`src/rate_gen_pkg.sv`:
```
// Overview of operation
// - one rate counter makes the serial clock whenever the port is bus host, in two-wire and four-wire mode.
// - software puts the reload value in the reload register and every counter load is taken from it.
// - a software write to the transfer buffer starts the counter with no further command.
// - when the operation ends the counter stops by itself and the clock line keeps its last level.
// - an internal reload strobe loads the counter twice per serial clock period, raised as the mode requires.
// - one serial clock period is exactly two rollovers of the counter.
// - the faster two-wire rate need not meet every fast-mode detail and is to be used with care.
// - during a start, a data line sampled low while counting resets the counter and pulls data low early.
// - after releasing the clock line the counter is loaded only once the line is sampled high.
package rate_gen_pkg;

    // ------------------------------------------------------------------
    // register indices
    // ------------------------------------------------------------------
    localparam logic [1:0] REG_RATE_RELOAD = 2'h0;
    localparam logic [1:0] REG_TRANSFER    = 2'h1;
    localparam logic [1:0] REG_CONTROL     = 2'h2;
    localparam logic [1:0] REG_STATUS      = 2'h3;

    // ------------------------------------------------------------------
    // field positions and reset values
    // ------------------------------------------------------------------
    localparam int CTRL_ENABLE_BIT = 0;
    localparam int CTRL_TWO_WIRE_BIT = 1;
    localparam int CTRL_START_BIT  = 2;
    localparam int STAT_BUSY_BIT   = 0;
    localparam int STAT_SCL_BIT    = 1;
    localparam int STAT_SDA_BIT    = 2;
    localparam int STAT_DONE_BIT   = 3;

    localparam int         RELOAD_W        = 8;
    localparam logic [7:0] RELOAD_RESET    = 8'h00;
    localparam logic [7:0] BUFFER_RESET    = 8'h00;
    localparam logic [3:0] TWO_WIRE_CLOCKS = 4'h9;
    localparam logic [3:0] FOUR_WIRE_CLOCKS = 4'h8;

    // ------------------------------------------------------------------
    // types
    // ------------------------------------------------------------------
    typedef struct packed {
        logic [1:0] addr;
        logic [7:0] wdata;
        logic       wr;
        logic       rd;
    } reg_req_t;

    typedef enum logic [2:0] {
        SEQ_IDLE     = 3'b000,
        SEQ_ST_WAIT  = 3'b001,
        SEQ_ST_HOLD  = 3'b010,
        SEQ_ST_TAIL  = 3'b011,
        SEQ_LOW      = 3'b100,
        SEQ_HI_WAIT  = 3'b101,
        SEQ_HIGH     = 3'b110
    } seq_state_t;

endpackage : rate_gen_pkg

```
`src/rate_generator.sv`:
```
// Strobed register access and the register addresses were decided locally.
`timescale 1ns/1ns
module rate_generator #(
    parameter logic [3:0] TWO_WIRE_N  = rate_gen_pkg::TWO_WIRE_CLOCKS,
    parameter logic [3:0] FOUR_WIRE_N = rate_gen_pkg::FOUR_WIRE_CLOCKS
) (
    input  wire logic                   core_clk,     // 20 MHz core clock
    input  wire logic                   resetn,       // async reset
    input  wire rate_gen_pkg::reg_req_t req,          // register request
    output logic [7:0]                  rd_data,      // read data, next cycle
    input  wire logic                   scl_sense,    // clock line level
    output logic                        scl_value,    // clock line drive
    output logic                        scl_enable,   // clock line enable
    input  wire logic                   sda_sense,    // data line level
    output logic                        sda_value,    // data line drive
    output logic                        sda_enable,   // data line enable
    output logic                        rollover,     // counter at zero
    output logic                        op_done,      // operation complete
    output logic                        busy          // sequencer active
);
    import rate_gen_pkg::*;

    // ------------------------------------------------------------------
    // line synchronisers
    // ------------------------------------------------------------------
    logic [1:0] scl_sync_q;
    logic [1:0] sda_sync_q;
    logic       scl_s;
    logic       sda_s;

    // both lines are asynchronous to core_clk; only stage 2 is read
    always_ff @(posedge core_clk or negedge resetn) begin
        if (!resetn) begin
            scl_sync_q <= 2'b11;
            sda_sync_q <= 2'b11;
        end else begin
            scl_sync_q <= {scl_sync_q[0], scl_sense};
            sda_sync_q <= {sda_sync_q[0], sda_sense};
        end
    end
    assign scl_s = scl_sync_q[1];
    assign sda_s = sda_sync_q[1];

    // ------------------------------------------------------------------
    // register file
    // ------------------------------------------------------------------
    logic [7:0] reload_q, reload_d;
    logic [7:0] buffer_q, buffer_d;
    logic       enable_q, enable_d;
    logic       two_wire_q, two_wire_d;
    logic       done_q, done_d;
    logic [7:0] rd_data_q, rd_data_d;
    logic       buf_wr;
    logic       start_cmd;
    logic       done_pulse;
    seq_state_t state_q, state_d;
    logic       scl_q, scl_d;
    logic       sda_low_q, sda_low_d;

    assign busy   = (state_q != SEQ_IDLE);
    // a buffer write only counts when the port is enabled and idle
    assign buf_wr = req.wr && req.addr == REG_TRANSFER && enable_q && !busy;
    assign start_cmd = req.wr && req.addr == REG_CONTROL && enable_q
                     && req.wdata[CTRL_TWO_WIRE_BIT]
                     && req.wdata[CTRL_START_BIT] && !busy;

    // stores, sticky done flag and read mux
    always_comb begin
        reload_d   = reload_q;
        buffer_d   = buffer_q;
        enable_d   = enable_q;
        two_wire_d = two_wire_q;
        done_d     = done_q;
        rd_data_d  = 8'h00;
        if (req.wr) begin
            unique case (req.addr)
                REG_RATE_RELOAD: reload_d = req.wdata;
                REG_TRANSFER: begin
                    if (buf_wr) begin
                        buffer_d = req.wdata;
                    end
                end
                REG_CONTROL: begin
                    enable_d   = req.wdata[CTRL_ENABLE_BIT];
                    two_wire_d = req.wdata[CTRL_TWO_WIRE_BIT];
                end
                REG_STATUS: begin
                    if (req.wdata[STAT_DONE_BIT]) begin
                        done_d = 1'b0;
                    end
                end
            endcase
        end
        // set beats clear when both land together
        if (done_pulse) begin
            done_d = 1'b1;
        end
        if (req.rd) begin
            unique case (req.addr)
                REG_RATE_RELOAD: rd_data_d = reload_q;
                REG_TRANSFER:    rd_data_d = buffer_q;
                REG_CONTROL: begin
                    rd_data_d[CTRL_ENABLE_BIT]   = enable_q;
                    rd_data_d[CTRL_TWO_WIRE_BIT] = two_wire_q;
                end
                REG_STATUS: begin
                    rd_data_d[STAT_BUSY_BIT] = busy;
                    rd_data_d[STAT_SCL_BIT]  = scl_q;
                    rd_data_d[STAT_SDA_BIT]  = sda_low_q;
                    rd_data_d[STAT_DONE_BIT] = done_q;
                end
            endcase
        end
    end

    always_ff @(posedge core_clk or negedge resetn) begin
        if (!resetn) begin
            reload_q   <= RELOAD_RESET;
            buffer_q   <= BUFFER_RESET;
            enable_q   <= 1'b0;
            two_wire_q <= 1'b0;
            done_q     <= 1'b0;
            rd_data_q  <= 8'h00;
        end else begin
            reload_q   <= reload_d;
            buffer_q   <= buffer_d;
            enable_q   <= enable_d;
            two_wire_q <= two_wire_d;
            done_q     <= done_d;
            rd_data_q  <= rd_data_d;
        end
    end
    assign rd_data = rd_data_q;

    // ------------------------------------------------------------------
    // rate counter
    // ------------------------------------------------------------------
    logic         reload;
    logic         run;
    logic [7:0]   count;
    // one counter for both host modes; codes below 0x03 are the
    // caller's problem in two-wire mode, no clamp is applied
    rate_counter #(
        .W        (RELOAD_W)
    ) i_rate_counter (
        .core_clk (core_clk),
        .resetn   (resetn),
        .reload   (reload),
        .run      (run),
        .value    (reload_q),
        .count    (count),
        .rollover (rollover)
    );

    // ------------------------------------------------------------------
    // clock sequencer
    // ------------------------------------------------------------------
    logic [3:0] per_q, per_d;
    logic [3:0] last_per;

    assign last_per = two_wire_q ? TWO_WIRE_N - 4'h1 : FOUR_WIRE_N - 4'h1;

    // one period is a low half and a high half, each one rollover;
    // a core cycle is half an instruction cycle, so the rate is
    // instruction rate over reload plus one
    // no slew shaping at the faster rates
    always_comb begin
        state_d    = state_q;
        scl_d      = scl_q;
        sda_low_d  = sda_low_q;
        per_d      = per_q;
        reload     = 1'b0;
        run        = 1'b0;
        done_pulse = 1'b0;
        unique case (state_q)
            SEQ_IDLE: begin
                if (start_cmd) begin
                    scl_d     = 1'b1;
                    sda_low_d = 1'b0;
                    state_d   = SEQ_ST_WAIT;
                end else if (buf_wr) begin
                    per_d   = 4'h0;
                    scl_d   = 1'b0;
                    reload  = 1'b1;
                    state_d = SEQ_LOW;
                end
            end
            SEQ_ST_WAIT: begin
                if (sda_s && scl_s) begin
                    reload  = 1'b1;
                    state_d = SEQ_ST_HOLD;
                end
            end
            SEQ_ST_HOLD: begin
                run = 1'b1;
                if (!sda_s || rollover) begin
                    sda_low_d = 1'b1;
                    reload    = 1'b1;
                    state_d   = SEQ_ST_TAIL;
                end
            end
            SEQ_ST_TAIL: begin
                run = 1'b1;
                if (rollover) begin
                    scl_d      = 1'b0;
                    done_pulse = 1'b1;
                    state_d    = SEQ_IDLE;
                end
            end
            SEQ_LOW: begin
                run = 1'b1;
                if (rollover) begin
                    scl_d = 1'b1;
                    if (two_wire_q) begin
                        state_d = SEQ_HI_WAIT;
                    end else begin
                        reload  = 1'b1;
                        state_d = SEQ_HIGH;
                    end
                end
            end
            SEQ_HI_WAIT: begin
                // a slow party may hold the line low to stretch it
                if (scl_s) begin
                    reload  = 1'b1;
                    state_d = SEQ_HIGH;
                end
            end
            SEQ_HIGH: begin
                run = 1'b1;
                if (rollover) begin
                    scl_d = 1'b0;
                    if (per_q == last_per) begin
                        done_pulse = 1'b1;
                        state_d    = SEQ_IDLE;
                    end else begin
                        per_d   = per_q + 4'h1;
                        reload  = 1'b1;
                        state_d = SEQ_LOW;
                    end
                end
            end
            default: state_d = SEQ_IDLE;
        endcase
        // disabling the port aborts at once and frees both lines
        if (!enable_q) begin
            state_d   = SEQ_IDLE;
            scl_d     = 1'b0;
            sda_low_d = 1'b0;
            reload    = 1'b0;
            run       = 1'b0;
        end
    end

    always_ff @(posedge core_clk or negedge resetn) begin
        if (!resetn) begin
            state_q   <= SEQ_IDLE;
            scl_q     <= 1'b0;
            sda_low_q <= 1'b0;
            per_q     <= 4'h0;
        end else begin
            state_q   <= state_d;
            scl_q     <= scl_d;
            sda_low_q <= sda_low_d;
            per_q     <= per_d;
        end
    end

    // ------------------------------------------------------------------
    // pins
    // ------------------------------------------------------------------
    // two-wire: open drain, enable means pull low; four-wire: clock push-pull, data not driven
    assign scl_value  = two_wire_q ? 1'b0 : scl_q;
    assign scl_enable = enable_q && (two_wire_q ? !scl_q : 1'b1);
    assign sda_value  = 1'b0;
    assign sda_enable = enable_q && two_wire_q && sda_low_q;
    assign op_done    = done_pulse;

    // ------------------------------------------------------------------
    // checks
    // ------------------------------------------------------------------
    logic [8:0] hi_len_q;
    logic [7:0] loaded_q;

    // length of the high half and the value last loaded
    always_ff @(posedge core_clk or negedge resetn) begin
        if (!resetn) begin
            hi_len_q <= 9'h000;
            loaded_q <= 8'h00;
        end else begin
            hi_len_q <= (state_q == SEQ_HIGH) ? hi_len_q + 9'h001 : 9'h000;
            loaded_q <= reload ? reload_q : loaded_q;
        end
    end
endmodule : rate_generator

```
`src/rate_counter.sv`:
```
`timescale 1ns/1ns
module rate_counter #(
    parameter int unsigned W = 8
) (
    input  wire logic         core_clk,   // core clock
    input  wire logic         resetn,     // async reset, active low
    input  wire logic         reload,     // load strobe
    input  wire logic         run,        // count enable from sequencer
    input  wire logic [W-1:0] value,      // reload register contents
    output logic      [W-1:0] count,      // current count
    output logic              rollover    // count at zero while running
);
    logic [W-1:0] cnt_q;
    logic [W-1:0] cnt_d;

    // --------------------------------------------------------------
    // down counter
    // --------------------------------------------------------------
    // load wins over decrement so the next half period starts at once
    always_comb begin
        cnt_d = cnt_q;
        if (reload) begin
            cnt_d = value;
        end else if (run && cnt_q != '0) begin
            cnt_d = cnt_q - 1'b1;
        end
    end

    always_ff @(posedge core_clk or negedge resetn) begin
        if (!resetn) begin
            cnt_q <= '0;
        end else begin
            cnt_q <= cnt_d;
        end
    end

    // zero reached: tell the sequencer
    assign rollover = run && (cnt_q == '0);
    assign count    = cnt_q;

endmodule : rate_counter

```
`config.mk`:
```
export PLATFORM = sky130hd
export DESIGN_NAME = rate_generator
export DESIGN_NICKNAME = d
export VERILOG_FILES = /design/src/rate_gen_pkg.sv /design/src/rate_generator.sv /design/src/rate_counter.sv
export SDC_FILE = /design/constraint.sdc
export NUM_CORES = 1
export LEC_CHECK = 0
export ABC_AREA = 1
export ABC_CLOCK_PERIOD_IN_PS = 4450
export BUFFER_PORTS_ARGS = -buffer_cell sky130_fd_sc_hd__buf_2
export CAP_MARGIN = 20
export CORE_ASPECT_RATIO = 0.8
export CORE_MARGIN = 3
export CORE_UTILIZATION = 62
export CTS_CLUSTER_SIZE = 20
export DETAILED_ROUTE_END_ITERATION = 16
export PLACE_DENSITY_LB_ADDON = 0.08
export SLEW_MARGIN = 5
export SYNTH_ARGS = -nofsm -noshare
export SYNTH_HDL_FRONTEND = slang
export SYNTH_HIERARCHICAL = 1
export SYNTH_SLANG_ARGS = --single-unit
```
`constraint.sdc`:
```
create_clock -name core_clk -period 4.45 [get_ports core_clk]
set_input_delay 0.2225 -clock core_clk [delete_from_list [all_inputs] [get_ports core_clk]]
set_output_delay 0.2225 -clock core_clk [all_outputs]
set_load 0.05 [all_outputs]
```
==> flow_metrics.env <==
export IMPL_dieArea_um2=5050
export IMPL_routed_wl_met3_um=342
export IMPL_finalCritPeriodShare_pct=74.7
export IMPL_worstSetupEndpointType="flip-flop"
export IMPL_power_leakage_nw=1.52
export IMPL_die_h_um=64.1
export IMPL_wl_per_cell_um=13.4
export IMPL_swShare_pct=42.3
export IMPL_coreArea_um2=3930
export IMPL_portBuffers=29
export IMPL_synthCells=330
export IMPL_drt_first_pass_iters=4
export IMPL_outcome="completed"
export IMPL_place_gp_congestion=0.998
export IMPL_vias_per_cell=5.37
export IMPL_clk_latency_ps=310
export IMPL_grt_pass1_vias=2095
export IMPL_drtIter0Drc=150
export IMPL_grt_pass1_wl_um=9610
export IMPL_cp_startpoint="enable_q"
export IMPL_final_area_um2=2960
export IMPL_slew_violations=0
export IMPL_avgSynthCellArea_um2=7.94
export IMPL_clock_sinks=48
export IMPL_synth_most_common_cell="nand2_1"
export IMPL_timing_setup_tns_ps=0
export IMPL_power_density_nw_per_um2=536
export IMPL_clkTransAtPathRegs_ps=100
export IMPL_grt_max_degree=49
export IMPL_num_rows=20
export IMPL_yosysSeqAreaShare_pct=46.0
export IMPL_cts_tree="done"
export IMPL_antenna_found_initial=0
export IMPL_synth_common_cells="nand2_1 (100), dfrtp_1 (44), inv_1 (37)"
export IMPL_worstPathArrival_ps=3520
export IMPL_fmax_mhz=301
export IMPL_clock_root_buffer="clkbuf_8"
export IMPL_power_internal_mw=0.914
export IMPL_synth_edff_count=0
export IMPL_r2r_start="enable_q"
export IMPL_cp_required_ps=4650
export IMPL_slew_headroom_pct=53.2
export IMPL_drive_above_1_share_pct=20.3
export IMPL_power_share_clock_pct=20.5
export IMPL_async_flop_share_pct=100
export IMPL_final_antenna_net_count=0
export IMPL_start_util_pct=66.7
export IMPL_grt_overflow_total=0
export IMPL_cts_buffers=5
export IMPL_placed_area_um2=2780
export IMPL_finalWorstSetupSlack_ps=1130
export IMPL_synth_ff_type="dfrtp_1"
export IMPL_worstHoldStart="req[9]"
export IMPL_final_hold_viol_count=0
export IMPL_synthDominantCellAreaShare_pct=42.0
export IMPL_final_nets=382
export IMPL_finalWirelength_um=5640
export IMPL_clk_path_buf_depth=2
export IMPL_cp_max_fo=12
export IMPL_syn_num_nets=348
export IMPL_criticalPathCategory="flip-flop to flip-flop"
export IMPL_cts_max_level=2
export IMPL_dp_hpwl_um=4170
export IMPL_startpoint_type="flip-flop"
export IMPL_antenna_cells=0
export IMPL_min_path_type="input pin to flip-flop"
export IMPL_dr_total_vias=2257
export IMPL_fin_crit_ps=3320
export IMPL_finClkSkew_ps=7.98
export IMPL_tightestPinTransition_ps=697
export IMPL_boundaryPins=31
export IMPL_die_x_um=78.7
export IMPL_rsz0062_at_grt="false"
export IMPL_drc=0
export IMPL_met2WireLength_um=2460
export IMPL_post_place_ws_ps=1250
export IMPL_power_switching_mw=0.669
export IMPL_peakVddDrop_mv=0.327
export IMPL_synthToLayoutAreaGrowth_pct=12.8
export IMPL_drv_cap=0
export IMPL_synth_area_leaders="dfrtp_1 (42%), nand2_1 (14%), nand3_1 (5.7%)"
export IMPL_m1WireLength_um=2730
export IMPL_fillCellCount=316
export IMPL_ys_ff_latch=48
export IMPL_synth_top_area_cell="dfrtp_1"
export IMPL_routed_top_layer="met4"
export IMPL_ys_types=37
export IMPL_syn_area_um2=2620
export IMPL_grt_total_usage_pct=24.7
export IMPL_finalSetupViolations=0
export IMPL_p_seq_share_pct=40.3
export IMPL_yosysWarningCount=6
export IMPL_p_comb_share_pct=39.1
==> layer usage <==
metal / global-route usage (%) / vias up
met5: 0 / -
li1: - / 1134
met4: 10.0 / 0
met2: 35.9 / 72
met3: 4.51 / 12
met1: 36.5 / 1039
==> registers in the layout, indices dropped and copies added, names as in the netlist, 2 cells and up <==
name and flops:
state_q 3, i_rate_counter/count 8, rd_data 8, per_q 4, scl_sync_q 2, reload_q 8, buffer_q 8, sda_sync_q 2
==> cells by family after synthesis <==
logic type / count (synthesis) / synth area share, %
adder cells (fa/ha/maj): 2 / 0.955
AND/OR/NAND/NOR: 174 / 31.6
flip-flops: 48 / 46.0
XOR/XNOR: 2 / 0.669
AO/OA/AOI/OAI: 55 / 12.4
buffers and inverters: 48 / 8.21
other: 1 / 0.143
==> worst paths after layout <==
path,endpoint,slack (ps),depth (start not counted)
worst max-delay path,i_rate_counter/count[2],1130,14
worst min-delay path,reload_q[7],170,3
worst max register to register,i_rate_counter/count[2],1130,14
worst min register to register,sda_sync_q[1],360,0
max in group asynchronous,i_rate_counter/count[0],3490,3
min in group asynchronous,state_q[1],450,2
==> cell usage in the layout (no fill, tap or decap), types with 3 or more instances in the layout <==
cell type	instances
nand2_1	100
dfrtp_1	44
inv_1	37
nand3_1	30
buf_2	29
o21ai_0	26
nor2_1	19
a21oi_1	8
o21ai_1	7
o21ai_2	5
clkbuf_8	5
nand3_2	4
dfstp_2	4
inv_2	3
a31oi_1	3
nand2_4	3
nor2_2	3
nand2_2	3
dlygate4sd3_1	3
==> area by class of cell <==
class | count | area (um^2) | share of cell area, %
clock buffer | 5 | 68.8 | 2.33
clock inverter | 3 | 46.3 | 1.57
inverter | 41 | 156 | 5.29
multi-input combinational | 234 | 1200 | 40.6
sequential | 48 | 1210 | 40.8
tap | 55 | 68.8 | 2.33
timing repair buffer | 34 | 210 | 7.11
==> per-stage QoR <==
stage	utilization, %	cells	total power, mW	hold WS, ps
final	75.2	420	1.58	173
after global routing	75.2	420	1.70	187
after CTS	74.3	418	1.59	123
after detailed placement	70.8	408	1.25	329
after global placement	70.8	408	1.24	329
after floorplan	-	330	1.13	-73.1
==> power by group through the flow <==
stage | Sequential [mW] | Combinational (mW) | Clock [mW]
floorplan | 0.629 | 0.502 | 0
global placement | 0.644 | 0.597 | 0
detailed placement | 0.645 | 0.608 | 0
CTS | 0.637 | 0.614 | 0.335
global route | 0.654 | 0.698 | 0.350
finish | 0.639 | 0.620 | 0.325
==> critical path: stages, from the launching register on <==
cell and delay (ps):
dfrtp_1 560, inv_1 210, a211oi_1 490, inv_1 150
nor3_1 620, nor2_1 140, nor2_1 170, a21oi_1 60
a31oi_1 170, buf_4 190, inv_1 160, o21ai_0 120
nand2_1 60, nand2_1 80, o21ai_2 50
==> what timing repair did <==
action / CTS / global route
endpoints found under the hold margin: 2 / 19
hold buffers: 2 / 1
resized for setup: 0 / 0
buffers inserted: 0 / 0
No activity file was read; power rests on OpenSTA's default activity.
